$ cat config.mk
export PLATFORM = sky130hd
export DESIGN_NAME = rcw_top
export DESIGN_NICKNAME = d
export VERILOG_FILES = /design/src/rcw_pkg.sv /design/src/rcw_top.sv
export VERILOG_INCLUDE_DIRS = /design/src /design/src/src
export SDC_FILE = /design/constraint.sdc
export NUM_CORES = 1
export LEC_CHECK = 0
export ABC_AREA = 1
export BUFFER_PORTS_ARGS = -buffer_cell sky130_fd_sc_hd__buf_2
export CAP_MARGIN = 15
export CORE_MARGIN = 2
export CORE_UTILIZATION = 56
export DETAILED_ROUTE_END_ITERATION = 8
export PLACE_DENSITY = 0.79
export SLEW_MARGIN = 30
export SYNTH_ARGS = -nofsm -noshare
export SYNTH_HDL_FRONTEND = slang
export SYNTH_SLANG_ARGS = --single-unit
$ cat constraint.sdc
create_clock -name pclk -period 2.9 [get_ports pclk]
set_input_delay 0.145 -clock pclk [delete_from_list [all_inputs] [get_ports pclk]]
set_output_delay 0.145 -clock pclk [all_outputs]
set_load 0.02 [all_outputs]
$ cat src/rcw_params.svh
// Purpose: named constants of the reset cause and watchdog unit
// Assumes: 100 MHz core clock, 128 kHz watchdog oscillator on a pin
// Notes:   definitions only
`ifndef RCW_PARAMS_SVH
`define RCW_PARAMS_SVH

`define RCW_CLK_PERIOD_NS     10
`define RCW_EXT_MIN_PULSE_NS  2500
`define RCW_DROP_MIN_PULSE_NS 100
`define RCW_EXT_MIN_CYC  ((`RCW_EXT_MIN_PULSE_NS + `RCW_CLK_PERIOD_NS - 1) / `RCW_CLK_PERIOD_NS)
`define RCW_DROP_MIN_CYC ((`RCW_DROP_MIN_PULSE_NS + `RCW_CLK_PERIOD_NS - 1) / `RCW_CLK_PERIOD_NS)

`define RCW_ADDR_CAUSE   12'h000
`define RCW_ADDR_DOG     12'h004

`define RCW_BIT_DOG_FLAG    7
`define RCW_BIT_DOG_IRQ_EN  6
`define RCW_BIT_DOG_P3      5
`define RCW_BIT_DOG_UNLOCK  4
`define RCW_BIT_DOG_RST_EN  3
`define RCW_BIT_DOG_P2      2
`define RCW_BIT_DOG_P0      0
`define RCW_BIT_CAUSE_DOG   3
`define RCW_BIT_CAUSE_DROP  2
`define RCW_BIT_CAUSE_PIN   1
`define RCW_BIT_CAUSE_POWER 0

`define RCW_UNLOCK_CYC      3'h4
`define RCW_PERIOD_MAX      4'h9
`define RCW_DOG_BASE_CYC    2048
`define RCW_LEVEL_OFF       3'h7
`define RCW_LEVEL_LOW       3'h6
`define RCW_LEVEL_MID       3'h5
`define RCW_LEVEL_HIGH      3'h4

`endif

$ cat src/rcw_pkg.sv
// Purpose: shared types of the reset cause and watchdog unit
// Assumes: nothing
// Notes:   constants live in rcw_params.svh
package rcw_pkg;

  // watchdog control and status fields
  typedef struct packed {
    logic       irq_flag;
    logic       irq_en;
    logic       rst_en;
    logic [3:0] period;
  } rcw_dog_ctrl_type;

  // sticky reset cause flags
  typedef struct packed {
    logic dog;
    logic drop;
    logic pin;
    logic power;
  } rcw_cause_type;

  // reset sequencer states
  typedef enum logic [1:0] {
    ST_HOLD,
    ST_DELAY,
    ST_RUN
  } rcw_seq_type;

endpackage

$ cat src/rcw_top.sv
// Purpose: reset source merging, start-up delay, cause flags and watchdog
// Assumes: apb slave, zero wait state; analog detectors and fuses arrive as pins
// Notes:   all pin inputs are synchronised before use
//
// The implementer's own choices: the APB interface to the registers and the placing of the registers.
`timescale 1ns/1ps
`include "rcw_params.svh"

module rcw_top #(
  parameter int unsigned DOG_BASE_CYCLES = `RCW_DOG_BASE_CYC  // oscillator cycles at period code 0
) (
  input  wire logic        pclk,                  // core clock, 100 MHz
  input  wire logic        presetn,               // async reset, active low
  input  wire logic        psel,                  // apb select
  input  wire logic        penable,               // apb access phase
  input  wire logic        pwrite,                // apb direction
  input  wire logic [11:0] paddr,                 // apb byte address
  input  wire logic [31:0] pwdata,                // apb write data
  input  wire logic [3:0]  pstrb,                 // apb byte strobes
  output logic      [31:0] prdata,                // apb read data
  output logic             pready,                // apb ready
  output logic             pslverr,               // apb error on unmapped
  input  wire logic        power_ok_n,            // power detector, low = supply below level
  input  wire logic        ext_reset_pin_n,       // external reset pin, active low
  input  wire logic        supply_drop_low,       // drop detector, high = below trigger
  input  wire logic        dog_osc,               // 128 kHz watchdog oscillator
  input  wire logic        ext_pin_reset_disable_fuse, // programmed = pin ignored
  input  wire logic        dog_always_on_fuse,    // programmed = reset-only dog
  input  wire logic [2:0]  supply_drop_level_fuse,// trigger level code
  input  wire logic [23:0] startup_delay_period,  // start-up delay in core cycles
  input  wire logic        dog_restart,           // restart instruction, one-cycle pulse
  input  wire logic        dog_vector_taken,      // dog vector executing, one-cycle pulse
  output logic             core_reset_n,          // internal reset to the core, active low
  output logic             dog_irq,               // watchdog interrupt request, wakes sleep
  output logic             supply_drop_enable,    // drop detector and reference on
  output logic      [1:0]  supply_drop_level_sel  // trigger level to the detector
);

  localparam int unsigned SYNC_W = 9;
  localparam logic [8:0]  EXT_MIN  = 9'(`RCW_EXT_MIN_CYC);
  localparam logic [8:0]  DROP_MIN = 9'(`RCW_DROP_MIN_CYC);
  localparam logic [20:0] DOG_BASE = 21'(DOG_BASE_CYCLES);

  // two-flop synchronisers for every pin input
  logic [SYNC_W-1:0] pin_raw;
  logic [SYNC_W-1:0] sync1_reg;
  logic [SYNC_W-1:0] sync2_reg;

  assign pin_raw = {supply_drop_level_fuse, dog_always_on_fuse, ext_pin_reset_disable_fuse,
                    dog_osc, supply_drop_low, ext_reset_pin_n, power_ok_n};

  genvar gi;
  generate
    for (gi = 0; gi < SYNC_W; gi++) begin : g_sync
      // first stage feeds only the second
      always_ff @(posedge pclk or negedge presetn) begin
        if (!presetn) begin
          sync1_reg[gi] <= 1'b0;
          sync2_reg[gi] <= 1'b0;
        end else begin
          sync1_reg[gi] <= pin_raw[gi];
          sync2_reg[gi] <= sync1_reg[gi];
        end
      end
    end
  endgenerate

  logic       power_low;
  logic       pin_low;
  logic       drop_raw;
  logic       osc_s;
  logic       pin_dis;
  logic       always_on;
  logic [2:0] level_code;

  assign power_low  = ~sync2_reg[0];
  assign pin_low    = ~sync2_reg[1];
  assign drop_raw   = sync2_reg[2];
  assign osc_s      = sync2_reg[3];
  assign pin_dis    = sync2_reg[4];
  assign always_on  = sync2_reg[5];
  assign level_code = sync2_reg[8:6];

  // level fuse decode; reserved codes leave detection off
  logic       drop_en;
  logic [1:0] drop_sel;
  always_comb begin
    drop_en  = 1'b1;
    drop_sel = 2'h0;
    unique case (level_code)
      `RCW_LEVEL_LOW:  drop_sel = 2'h1;
      `RCW_LEVEL_MID:  drop_sel = 2'h2;
      `RCW_LEVEL_HIGH: drop_sel = 2'h3;
      default:         drop_en  = 1'b0;
    endcase
  end

  always_ff @(posedge pclk or negedge presetn) begin
    if (!presetn) begin
      supply_drop_enable    <= 1'b0;
      supply_drop_level_sel <= 2'h0;
    end else begin
      supply_drop_enable    <= drop_en;
      supply_drop_level_sel <= drop_sel;
    end
  end

  // pulse-width filter on the reset pin; short glitches never reach the core
  logic [8:0] pin_cnt_reg;
  logic       pin_act;
  always_ff @(posedge pclk or negedge presetn) begin
    if (!presetn) begin
      pin_cnt_reg <= 9'h000;
    end else if (!pin_low || pin_dis) begin
      pin_cnt_reg <= 9'h000;
    end else if (pin_cnt_reg != EXT_MIN) begin
      pin_cnt_reg <= pin_cnt_reg + 9'h001;
    end
  end
  assign pin_act = (pin_cnt_reg == EXT_MIN);

  // drop filter; release is immediate so the delay starts at once
  logic [8:0] drop_cnt_reg;
  logic       drop_act;
  always_ff @(posedge pclk or negedge presetn) begin
    if (!presetn) begin
      drop_cnt_reg <= 9'h000;
    end else if (!drop_raw || !drop_en) begin
      drop_cnt_reg <= 9'h000;
    end else if (drop_cnt_reg != DROP_MIN) begin
      drop_cnt_reg <= drop_cnt_reg + 9'h001;
    end
  end
  assign drop_act = (drop_cnt_reg == DROP_MIN);

  // watchdog reset pulse, exactly one core cycle
  logic dog_fire;
  logic dog_pulse_reg;
  always_ff @(posedge pclk or negedge presetn) begin
    if (!presetn) begin
      dog_pulse_reg <= 1'b0;
    end else begin
      dog_pulse_reg <= dog_fire & ~dog_pulse_reg;
    end
  end

  logic any_src;
  assign any_src = power_low | pin_act | drop_act | dog_pulse_reg;

  // reset sequencer: hold while any source, then stretch
  rcw_pkg::rcw_seq_type seq_reg;
  logic [23:0]          delay_cnt_reg;
  always_ff @(posedge pclk or negedge presetn) begin
    if (!presetn) begin
      seq_reg       <= rcw_pkg::ST_HOLD;
      delay_cnt_reg <= 24'h000000;
    end else if (any_src) begin
      seq_reg       <= rcw_pkg::ST_HOLD;
      delay_cnt_reg <= 24'h000000;
    end else begin
      unique case (seq_reg)
        rcw_pkg::ST_HOLD: begin
          seq_reg       <= rcw_pkg::ST_DELAY;
          delay_cnt_reg <= 24'h000000;
        end
        rcw_pkg::ST_DELAY: begin
          if (delay_cnt_reg >= startup_delay_period) begin
            seq_reg <= rcw_pkg::ST_RUN;
          end else begin
            delay_cnt_reg <= delay_cnt_reg + 24'h000001;
          end
        end
        rcw_pkg::ST_RUN: begin
          seq_reg <= rcw_pkg::ST_RUN;
        end
      endcase
    end
  end

  // registered so the core reset never glitches
  always_ff @(posedge pclk or negedge presetn) begin
    if (!presetn) begin
      core_reset_n <= 1'b0;
    end else begin
      core_reset_n <= ~any_src & (seq_reg == rcw_pkg::ST_RUN);
    end
  end

  // apb decode
  logic acc_wr;
  logic setup;
  logic hit_cause;
  logic hit_dog;
  assign setup     = psel & ~penable;
  assign hit_cause = (paddr == `RCW_ADDR_CAUSE);
  assign hit_dog   = (paddr == `RCW_ADDR_DOG);
  assign acc_wr    = psel & penable & pready & pwrite & pstrb[0] & ~pslverr;

  // cause flags; a set in the same cycle beats the software clear
  rcw_pkg::rcw_cause_type cause_reg;
  logic                   cause_wr;
  assign cause_wr = acc_wr & hit_cause;
  always_ff @(posedge pclk or negedge presetn) begin
    if (!presetn) begin
      cause_reg <= '0;
    end else if (power_low) begin
      cause_reg.power <= 1'b1;
      cause_reg.pin   <= 1'b0;
      cause_reg.drop  <= 1'b0;
      cause_reg.dog   <= 1'b0;
    end else begin
      if (cause_wr && !pwdata[`RCW_BIT_CAUSE_POWER]) begin
        cause_reg.power <= 1'b0;
      end
      if (pin_act) begin
        cause_reg.pin <= 1'b1;
      end else if (cause_wr && !pwdata[`RCW_BIT_CAUSE_PIN]) begin
        cause_reg.pin <= 1'b0;
      end
      if (drop_act) begin
        cause_reg.drop <= 1'b1;
      end else if (cause_wr && !pwdata[`RCW_BIT_CAUSE_DROP]) begin
        cause_reg.drop <= 1'b0;
      end
      if (dog_pulse_reg) begin
        cause_reg.dog <= 1'b1;
      end else if (cause_wr && !pwdata[`RCW_BIT_CAUSE_DOG]) begin
        cause_reg.dog <= 1'b0;
      end
    end
  end

  // change-unlock window counter
  logic [2:0] unlock_cnt_reg;
  logic       unlocked;
  logic       dog_wr;
  logic       unlock_wr;
  assign dog_wr    = acc_wr & hit_dog;
  assign unlock_wr = dog_wr & pwdata[`RCW_BIT_DOG_UNLOCK] & pwdata[`RCW_BIT_DOG_RST_EN];
  assign unlocked  = (unlock_cnt_reg != 3'h0);
  always_ff @(posedge pclk or negedge presetn) begin
    if (!presetn) begin
      unlock_cnt_reg <= 3'h0;
    end else if (unlock_wr) begin
      unlock_cnt_reg <= `RCW_UNLOCK_CYC;
    end else if (unlocked) begin
      unlock_cnt_reg <= unlock_cnt_reg - 3'h1;
    end
  end

  // effective mode bits as seen by logic and software
  rcw_pkg::rcw_dog_ctrl_type dog_reg;
  logic                      rst_en_eff;
  logic                      irq_en_eff;
  logic [3:0]                wr_period;
  assign rst_en_eff = dog_reg.rst_en | cause_reg.dog | always_on;
  assign irq_en_eff = dog_reg.irq_en & ~always_on;
  assign wr_period  = {pwdata[`RCW_BIT_DOG_P3], pwdata[`RCW_BIT_DOG_P2:`RCW_BIT_DOG_P0]};

  // watchdog counter on synchronised oscillator edges
  logic        osc_d_reg;
  logic        osc_tick;
  logic [20:0] dog_cnt_reg;
  logic [20:0] dog_limit;
  logic        dog_running;
  logic        dog_expire;
  assign osc_tick    = osc_s & ~osc_d_reg;
  assign dog_limit   = DOG_BASE << dog_reg.period;
  assign dog_running = rst_en_eff | irq_en_eff;
  assign dog_expire  = osc_tick & dog_running & (dog_cnt_reg + 21'h000001 >= dog_limit);
  always_ff @(posedge pclk or negedge presetn) begin
    if (!presetn) begin
      osc_d_reg   <= 1'b0;
      dog_cnt_reg <= 21'h000000;
    end else begin
      osc_d_reg <= osc_s;
      if (dog_restart || !dog_running || any_src || dog_expire) begin
        dog_cnt_reg <= 21'h000000;
      end else if (osc_tick) begin
        dog_cnt_reg <= dog_cnt_reg + 21'h000001;
      end
    end
  end

  // time-out action: interrupt first when enabled and not pending, else reset
  logic irq_set;
  assign irq_set  = dog_expire & irq_en_eff & ~dog_reg.irq_flag;
  assign dog_fire = dog_expire & rst_en_eff & ~irq_set;

  // control register; cleared while a reset source is active
  always_ff @(posedge pclk or negedge presetn) begin
    if (!presetn) begin
      dog_reg <= '0;
    end else if (any_src) begin
      dog_reg <= '0;
    end else begin
      if (irq_set) begin
        dog_reg.irq_flag <= 1'b1;
      end else if (dog_vector_taken || (dog_wr && pwdata[`RCW_BIT_DOG_FLAG])) begin
        dog_reg.irq_flag <= 1'b0;
      end
      if (dog_vector_taken && rst_en_eff && !irq_set) begin
        dog_reg.irq_en <= 1'b0;
      end else if (dog_wr) begin
        dog_reg.irq_en <= pwdata[`RCW_BIT_DOG_IRQ_EN];
      end
      if (dog_wr && unlocked && !pwdata[`RCW_BIT_DOG_UNLOCK]) begin
        dog_reg.rst_en <= pwdata[`RCW_BIT_DOG_RST_EN];
        if (wr_period <= `RCW_PERIOD_MAX) begin
          dog_reg.period <= wr_period;
        end
      end else if (dog_wr && pwdata[`RCW_BIT_DOG_RST_EN]) begin
        dog_reg.rst_en <= 1'b1;                          // setting is never locked
      end
    end
  end

  // interrupt request held while flag and enable stand
  always_ff @(posedge pclk or negedge presetn) begin
    if (!presetn) begin
      dog_irq <= 1'b0;
    end else begin
      dog_irq <= dog_reg.irq_flag & irq_en_eff;
    end
  end

  // apb answer built in setup, shown in the single access cycle
  logic [31:0] rd_word;
  always_comb begin
    rd_word = 32'h00000000;
    if (hit_cause) begin
      rd_word[`RCW_BIT_CAUSE_DOG:`RCW_BIT_CAUSE_POWER] = cause_reg;
    end else if (hit_dog) begin
      rd_word[`RCW_BIT_DOG_FLAG]   = dog_reg.irq_flag;
      rd_word[`RCW_BIT_DOG_IRQ_EN] = irq_en_eff;
      rd_word[`RCW_BIT_DOG_P3]     = dog_reg.period[3];
      rd_word[`RCW_BIT_DOG_UNLOCK] = unlocked;
      rd_word[`RCW_BIT_DOG_RST_EN] = rst_en_eff;
      rd_word[`RCW_BIT_DOG_P2:`RCW_BIT_DOG_P0] = dog_reg.period[2:0];
    end
  end

  always_ff @(posedge pclk or negedge presetn) begin
    if (!presetn) begin
      pready  <= 1'b0;
      pslverr <= 1'b0;
      prdata  <= 32'h00000000;
    end else begin
      pready  <= setup;
      pslverr <= setup & ~(hit_cause | hit_dog);
      prdata  <= (setup && !pwrite) ? rd_word : 32'h00000000;
    end
  end

endmodule // rcw_top

Word-level counts from Yosys, hierarchy flattened
Cells that the tools add are included.

word-level totals
  bits in registers = 114
  output and inout port bits = 39
  input bits = 88

operators by class
  multiplexer cells = 37
  bitwise logic cells = 39
  equality and inequality tests = 16
  magnitude comparators = 3
  shifts and indexed selects = 1
  reduce and logical (&&, ||, !) cells = 43
  add/subtract/negate cells = 5

operators with widths
  operator                                           number
  two-way mux 24 bit                                 2
  case mux 24 bit (2 select lines)                   1
  two-way mux 21 bit                                 2
  two-way mux 9 bit                                  4
  adder 24 x 1 -> 24 bit, second input constant      1
  greater-or-equal comparator 24 bit                 1
  AND 1 bit                                          22
  adder 21 x 1 -> 21 bit, second input constant      1
  greater-or-equal comparator 21 bit                 1
  left shift 12 x 4 -> 21 bit, first input constant  1
  two-way mux 4 bit                                  5
  adder 9 x 1 -> 9 bit, second input constant        2
  two-way mux 8 bit                                  2
  nonzero test 3 bit                                 5
  two-way mux 1 bit                                  14
  == test 12 x 3 -> 1 bit, second input constant     1
  zero test 12 bit                                   1
  case mux 2 bit (3 select lines)                    2
  nonzero test 2 bit                                 6
  logical AND 1 bit                                  11
  zero test 1 bit                                    10
  inverter 1 bit                                     10
  == test 3 bit, second input constant               3
  == test 9 x 4 -> 1 bit, second input constant      1
  18 further kinds                                   35

Logic depth before layout (Yosys ltp)
Gate-level depths: netlist of run 1.

  word-level depth = 11
  gate-level depth with buffers = 22

Worst setup path after synthesis of run 1
OpenSTA, ideal clock, no wires.

  path type = flip-flop to flip-flop
  start = reg dog_cnt_reg[0]
  end = reg dog_cnt_reg[13]
  buffers on the path = 1
  period minus slack after synthesis = 2.544 ns
  slack = 0.356 ns
  cell stages (with the launch flop) = 21
  arrival = 2.478 ns
  path through = dfrtp_1 > ha_1 > nand3_2 > nor3_4 > nand2_2 > nor2_4 > nand2_2 > xnor2_1 > ha_1 > a21oi_1 > nand2_1 > nand2_1 > nand2_1 > nand2_1 > nand2_1 > nand2_1 > nand2_1 > inv_1 > buf_2 > nand3_1 > nand2_1

on the way
  word-level cells in the longest chain between the ends = 5
  elaborated cells between the ends (all ways) = 7
  those cells by class = add/sub: 1; order compare: 1; mux: 2; bitwise: 1; reduce/logical: 2

RTL lines
  item                                                             line                            RTL
  start: declaration                                               rcw_top.sv:263                  logic [20:0] dog_cnt_reg;
  start signal: assignment                                         rcw_top.sv:280                  dog_cnt_reg <= dog_cnt_reg + 21'h000001;
  adder 21 x 1 -> 21 bit *                                         rcw_top.sv:270, rcw_top.sv:280
  greater-or-equal comparator 21 bit                               rcw_top.sv:270                  assign dog_expire = osc_tick & dog_running & (dog_cnt_reg + 21'h000001 >= dog_limit);
  AND 1 bit                                                        rcw_top.sv:270
  logical OR 1 bit                                                 rcw_top.sv:277                  if (dog_restart || !dog_running || any_src || dog_expire) begin
  two-way mux 21 bit / nonzero test 2 bit (equally long branches)  --

Every way passes the cells marked *; elsewhere a longest branch is shown, timed or not. The select of a mux whose other input is x is not followed.
A chain may end at the register's enable or synchronous reset.

Worst setup path in the final report of run 1
  start = reg dog_cnt_reg[1]
  end = reg dog_cnt_reg[11]

The elaborated chain is that of the path after synthesis.

==> impl_results.md, run 1 <==
- Status: complete, no violations
- Share of cells above drive strength 1: 16.2%
- Clock Latency Late Sink: 410 ps
- Post-layout util: 69.2%
- Initial antenna violation count: 0
- Vias in the first global route: 5739
- Critical Path End: dog_cnt_reg[11]$_DFFE_PN0P_
- FP Rows: 40
- Worst path arrival time: 3200 ps
- Mean Syn Cell Area: 7.92 um2
- Via count: 6229
- FF/Latch Area: 2850 um2
- Reg2reg path depth: 19
- WP data required: 3240 ps
- Area of the multi-input gates: 3590 um2
- Core region area: 12100 um2
- CTS tree: built
- Area delta synth->final: 19.2%
- Largest register FFs: 24
- Slew Viols, Final: 0
- Top-Level Pins: 127
- DRC violations left: 0
- Total iterations of the first detailed-routing run: 5
- Fmax: 350 MHz
- HPWL Detailed: 11.1 mm
- Final Hold Fails: 0
- Pwr dens: 547 nW/um2
- Synth warn: 0
- Fill count: 985
- GP Congestion: 0.950
- Final #Nets: 1129
- Clock buffer count from CTS: 17
- Starting density of the core: 58.0%
- Setup crit start kind: flop
- Worst Hold Class: primary input to flop
- All-Layer GR Usage: 24.5%
- Root buf cell: clkbuf_16
- Skew final: 6.49 ps
- Crit path time final: 2850 ps
- Drt wl/cell: 13.6 um
- Number of enable flip-flop cells after synthesis: 0
- Hold path start: pwdata[7]
- Internal reg-to-reg setup slack: 50 ps
- Mapped cell area: 7030 um2
- Register area share after synthesis: 40.6%
- Diodes inserted: 0
- Leakage power: 4.26 nW
- Rel. slew slack: 50.8%
- Initial DRC Count: 582
- Die ar.: 13500 um2
- RSZ-0062 raised after global routing: yes
- Yosys cell types: 48
- Tightest Pin Transition: 737 ps
- Max-Cap Viols: 0
- Final setup vio count: 0
- Total gr overflow: 0
- FF-to-FF Start: dog_cnt_reg[1]$_DFFE_PN0P_
- Worst stage delay on the critical path: 390 ps
- # port buffers: 75
- Final WS setup: 45.7 ps
- Crit path top cell by count: nand2_1
- Final hold slack: 42.6 ps
- First-pass GRT wire length: 26.1 mm
- CTS sink cnt: 114
- Final WL: 15.9 mm
- Die Y: 116 um
- Remaining antenna violation count after routing: 0
- Longest Clk Path Bufs: 2
- Critical R2R Capture: dog_cnt_reg[11]$_DFFE_PN0P_
- Post-Synthesis Cells: 888
- Critical path type: flop to flop
- Slowest CP cell: dfrtp_1
- Crit. Startpoint: dog_cnt_reg[1]$_DFFE_PN0P_
- Worst-path fanout max: 6
- Worst setup EP type: flop
- Setup Slack @ Placement: -4.65 ps
- Die W: 116 um
- Tcrit/Tclk final: 98.4%
- Ys flop type: dfrtp_1
- Async set-or-reset flop fraction in the synthesized netlist: 100%
- Largest net degree at the start of global routing: 66
- Via/cell ratio: 5.30
- Crit path cell chain: ha_2 -> nand3_4 -> nor3_4 -> nand2_2 -> nor2_4 -> nand2_4 -> nor2_4 -> xor2_2 -> ha_1 -> a21oi_1 -> nand2_1 -> nand2_1 -> nand2_1 -> nand2_1 -> nand2_2 -> inv_4 -> buf_8 -> nand3_1 -> nand2_1
- Max H-tree Level: 4
- CTS clk-pin slew, worst paths: 60 ps
- Max VDD drop: 0.532 mV
- Yosys reg bits: 114
-- repair_timing --
action                                 4_1_cts  5_1_grt
endpoints found under the hold margin       61        0
hold buffers                                14        0
setup buffers                                0        4
gates resized for setup                      1       15
setup endpoints to repair                    7       22
pin swaps                                    0        3
gates cloned                                 0        1
-- report_power, final --
part	switching, W	leakage [nW]	internal [W]	total, W
clock network	0.000759	0.279	0.00131	0.00207
registers	0.0000480	1.52	0.00166	0.00171
logic	0.000537	2.45	0.000266	0.000803
total	0.00134	4.26	0.00324	0.00458
-- worst min path at each step --
stage                                         end  depth (start not counted)
6_report                   dog_reg[6]$_DFFE_PN0P_                          4
5_1_grt                    dog_reg[2]$_DFFE_PN0P_                          3
4_1_cts                    dog_reg[1]$_DFFE_PN0P_                          3
3_3_place_gp         supply_drop_enable$_DFF_PN0_                          1
3_5_place_dp   supply_drop_level_sel[1]$_DFF_PN0_                          1
2_1_floorplan                 always_on$_DFF_PN0_                          0
-- area by class of cell --
class | instances | share of cell area [%]
Clock buffer | 20 | 5.45
Inverter | 116 | 5.23
Multi-Input combinational cell | 638 | 42.9
Timing Repair Buffer | 108 | 8.33
Sequential cell | 114 | 34.0
Tap cell | 168 | 2.51
Clock inverter | 12 | 1.57
-- stage by stage --
| step | instances | TNS, ps | power (W) | cell area (um2) |
|---|---|---|---|---|
| floorplan | 911 | 0 | 0.00227 | 7120 |
| global placement | 1125 | 0 | 0.00245 | 7540 |
| detailed placement | 1125 | -7.71 | 0.00247 | 7540 |
| CTS | 1171 | 0 | 0.00456 | 8270 |
| global route | 1176 | -554 | 0.00477 | 8380 |
| finish | 1176 | 0 | 0.00458 | 8380 |
-- layer usage --
metal	vias up	part of all wire, %	track usage [%]
met2	203	47	38.8
met3	20	5.3	5.49
met1	2921	46	33.8
met5	-	0	0
li1	3085	-	-
met4	0	1.6	7.70
-- placed cells by master (no fill, tap or decap), types with 3 or more instances in the layout --
cell / Yosys / routed
clkinvlp_4: 0 / 4
nand4_1: 17 / 17
nor2_1: 86 / 86
xnor2_2: 2 / 3
o21ai_0: 35 / 32
and3_1: 3 / 3
nand2_4: 1 / 3
nor3_1: 31 / 31
o21ai_1: 4 / 7
buf_2: 13 / 74
dfrtp_1: 114 / 114
ha_1: 46 / 45
buf_4: 26 / 17
nor3_2: 4 / 4
conb_1: 1 / 24
inv_1: 113 / 112
clkinv_2: 0 / 3
nand2_2: 4 / 4
xor2_2: 1 / 3
clkbuf_16: 0 / 18
nand3_1: 117 / 117
nor4_1: 8 / 8
xor2_1: 17 / 15
nor2_4: 4 / 4
xnor2_1: 13 / 12
dlygate4sd3_1: 0 / 14
a21oi_1: 35 / 35
nand2_1: 161 / 159
-- cells by family (layout without fill, tap and decap cells) --
| kind of cell | Yosys count | in the layout | synth area share [%] |
|---|---|---|---|
| AOI/OAI and AO/OA | 85 | 85 | 6.51 |
| adders and majority gates | 46 | 46 | 8.19 |
| and+or+nand+nor | 450 | 450 | 30.0 |
| DFF | 114 | 114 | 40.6 |
| other | 1 | 24 | 0.0533 |
| buffers and inverters | 159 | 256 | 10.2 |
| xor gates and xnor gates | 33 | 33 | 4.43 |
-- critical path, delay by kind of cell (launching register included) --
| kind | cells | cell delay (ps) |
|---|---|---|
| flip-flops | 1 | 390 |
| AND/OR/NAND/NOR | 13 | 1330 |
| adder cells (fa/ha/maj) | 2 | 520 |
| buffers and inverters | 2 | 230 |
| XOR/XNOR | 1 | 190 |
| AO/OA/AOI/OAI | 1 | 130 |
-- Yosys cell counts, types with 3 or more instances --
cell | instances | area, um2
nor4_1 | 8 | 50.1
nand4_1 | 17 | 106
dfrtp_1 | 114 | 2850
nor3_2 | 4 | 40.0
nand3_1 | 117 | 586
xor2_1 | 17 | 149
nor2_1 | 86 | 323
buf_2 | 13 | 65.1
o21ai_0 | 35 | 175
o21ai_1 | 4 | 20.0
nor3_1 | 31 | 155
nor2_4 | 4 | 45.0
inv_1 | 113 | 424
buf_4 | 26 | 195
and3_1 | 3 | 18.8
nand2_1 | 161 | 604
xnor2_1 | 13 | 114
ha_1 | 46 | 576
nand2_2 | 4 | 25.0
a21oi_1 | 35 | 175
(Power assumes the default switching activity.)
==> run 2: changes to the inputs <==
Settings changed: HOLD_SLACK_MARGIN set to 0.15.
==> run 2 against run 1 <==
Clock power hardly changed. Non-clock buffer count is 10 higher. Combinational power is 2.9% higher. Wire length grew 0.87%. Setup slack worse by 14 ps. Cell area up 1.2%. Sequential share of layout area is 0.40 points lower.
==> impl_results.md, run 2 (synthesized netlist as in run 1, its figures left out) <==
- GP Congestion: 0.950
- Final cell count without fillers: 1186
- Core region area: 12100 um2
- Pwr dens: 544 nW/um2
- FP Rows: 40
- Top-Level Pins: 127
- Vias in the first global route: 5802
- Internal: 0.00326 W
- HPWL Detailed: 11.1 mm
- Tightest Pin Transition: 726 ps
- Sw power: 0.00135 W
- CTS tree: built
- Diodes inserted: 0
- Via count: 6247
- Die ar.: 13500 um2
- Crit path buf inv count: 2
- Flop pwr share: 37.1%
- Share of cells above drive strength 1: 16.0%
- Via/cell ratio: 5.27
- Setup TNS: 0 ps
- Starting density of the core: 58.0%
- Tcrit/Tclk final: 98.9%
- Slowest CP cell: dfrtp_1
- # port buffers: 75
- Status: complete, no violations
- Total gr overflow: 0
- Largest register FFs: 24
- Max VDD drop: 0.544 mV
- Worst path arrival time: 3210 ps
- Part of the power in combinational logic: 17.9%
- DP Area: 7540 um2
- Crit path time final: 2870 ps
- Drt wl/cell: 13.6 um
- Worst-path fanout max: 6
- Clock buffer count from CTS: 17
- Crit path cell chain: ha_2 -> nand3_4 -> nor3_4 -> nand2_2 -> nor2_4 -> nand2_4 -> nor2_4 -> xor2_2 -> ha_1 -> a21oi_1 -> nand2_1 -> nand2_1 -> nand2_1 -> nand2_1 -> nand2_2 -> inv_4 -> buf_8 -> nand3_1 -> nand2_1
- Largest net degree at the start of global routing: 66
- CTS clk-pin slew, worst paths: 50 ps
- CTS sink cnt: 114
- Rel. slew slack: 51.6%
- Die W: 116 um
- Setup Slack @ Placement: -4.65 ps
- Die Y: 116 um
- Fmax: 349 MHz
- Total iterations of the first detailed-routing run: 6
- Max H-tree Level: 4
- WP data required: 3240 ps
- Skew final: 7.12 ps
- Most common cell after layout, fill and taps aside: nand2_1
- DRC violations left: 0
- RSZ-0062 raised after global routing: yes
- Final WS setup: 31.9 ps
- Most frequent cells in the layout: 159 x nand2_1, 117 x nand3_1, 114 x dfrtp_1
- Worst setup EP type: flop
- Slew Viols, Final: 0
- All-Layer GR Usage: 24.7%
- Final instance area: 8480 um2
- Critical path type: flop to flop
- Clock Latency Late Sink: 420 ps
- Longest Clk Path Bufs: 2
- Worst stage delay on the critical path: 400 ps
- Final setup vio count: 0
- Remaining antenna violation count after routing: 0
- Initial antenna violation count: 0
- Clk pwr share: 44.9%
- Final #Nets: 1139
- Max-Cap Viols: 0
- Area delta synth->final: 20.6%
- Crit path max-delay family: simple AND/OR/NAND/NOR gates
- Final WL: 16.1 mm
- Root buf cell: clkbuf_16
- Final Hold Fails: 0
- Net Sw Frac: 29.2%
- Setup crit start kind: flop
- Initial DRC Count: 576
- Inst Count DP: 1125
- First-pass GRT wire length: 26.4 mm
- Worst Hold Class: primary input to flop
- Crit path top cell by count: nand2_1
- Leakage power: 4.30 nW
run 2: changes by cell type in the layout (fill, tap and decap cells not counted):
| cell | delta |
|---|---|
| dlygate4sd3_1 | +10 |
run 2: worst paths after layout:
kind | startpoint | to | slack [ps] | depth (start not counted)
worst max-delay path | dog_cnt_reg[1]$_DFFE_PN0P_ | dog_cnt_reg[11]$_DFFE_PN0P_ | 30 | 19
worst min-delay path | paddr[0] | pslverr$_DFF_PN0_ | 200 | 5
worst max register to register | dog_cnt_reg[1]$_DFFE_PN0P_ | dog_cnt_reg[11]$_DFFE_PN0P_ | 30 | 19
worst min register to register | sync1_reg[2]$_DFF_PN0_ | drop_raw$_DFF_PN0_ | 350 | 0
max in group asynchronous | presetn | pin_cnt_reg[2]$_DFFE_PN0P_ | 1830 | 3
min in group asynchronous | presetn | drop_cnt_reg[6]$_DFFE_PN0P_ | 290 | 2
run 2: power by group through the flow:
stage | registers (W) | logic, W | clock network, W
after floorplan | 0.00174 | 0.000531 | 0
after global placement | 0.00174 | 0.000713 | 0
after detailed placement | 0.00174 | 0.000733 | 0
after CTS | 0.00171 | 0.000781 | 0.00209
after global routing | 0.00172 | 0.000927 | 0.00215
final | 0.00171 | 0.000826 | 0.00207
run 2: layout make-up:
| class | count | area [um2] |
|---|---|---|
| Multi-Input combinational cell | 638 | 3590 |
| Timing Repair Buffer | 118 | 798 |
| Fill cell | 970 | 3630 |
| Tap cell | 168 | 210 |
| Clock buffer | 20 | 457 |
| Clock inverter | 12 | 131 |
| Sequential cell | 114 | 2850 |
| Inverter | 116 | 438 |
run 2: layer usage:
layer,wire [um],GRT usage (%),vias to the layer above
li1,-,-,3103
met1,7300,34.0,2922
met2,7600,39.3,193
met3,823,4.81,29
met4,355,8.81,0
met5,0,0,-
run 2: repair_timing:
item | 4_1_cts | 5_1_grt
hold buffers | 24 | 0
gates cloned | 0 | 1
pin swaps | 0 | 3
gates resized for setup | 1 | 15
setup endpoints to repair | 7 | 23
buffers inserted | 0 | 4
endpoints found under the hold margin | 75 | 0
run 2: stage by stage:
stage,util (%),hold slack [ps],total power [W]
5_1_grt,70.0,262,0.00480
3_5_place_dp,62.2,218,0.00247
6_report,70.0,196,0.00461
4_1_cts,69.1,210,0.00458
2_1_floorplan,-,-151,0.00227
3_3_place_gp,62.2,213,0.00245
run 2: worst register-to-register path: stages (launching register included):
cell and delay, ps:
dfrtp_1 400, ha_2 250, nand3_4 100, nor3_4 210, nand2_2 110, nor2_4 150, nand2_4 80, nor2_4 110
xor2_2 190, ha_1 280, a21oi_1 130, nand2_1 70, nand2_1 60, nand2_1 50, nand2_1 70, nand2_2 90
inv_4 110, buf_8 120, nand3_1 110, nand2_1 110
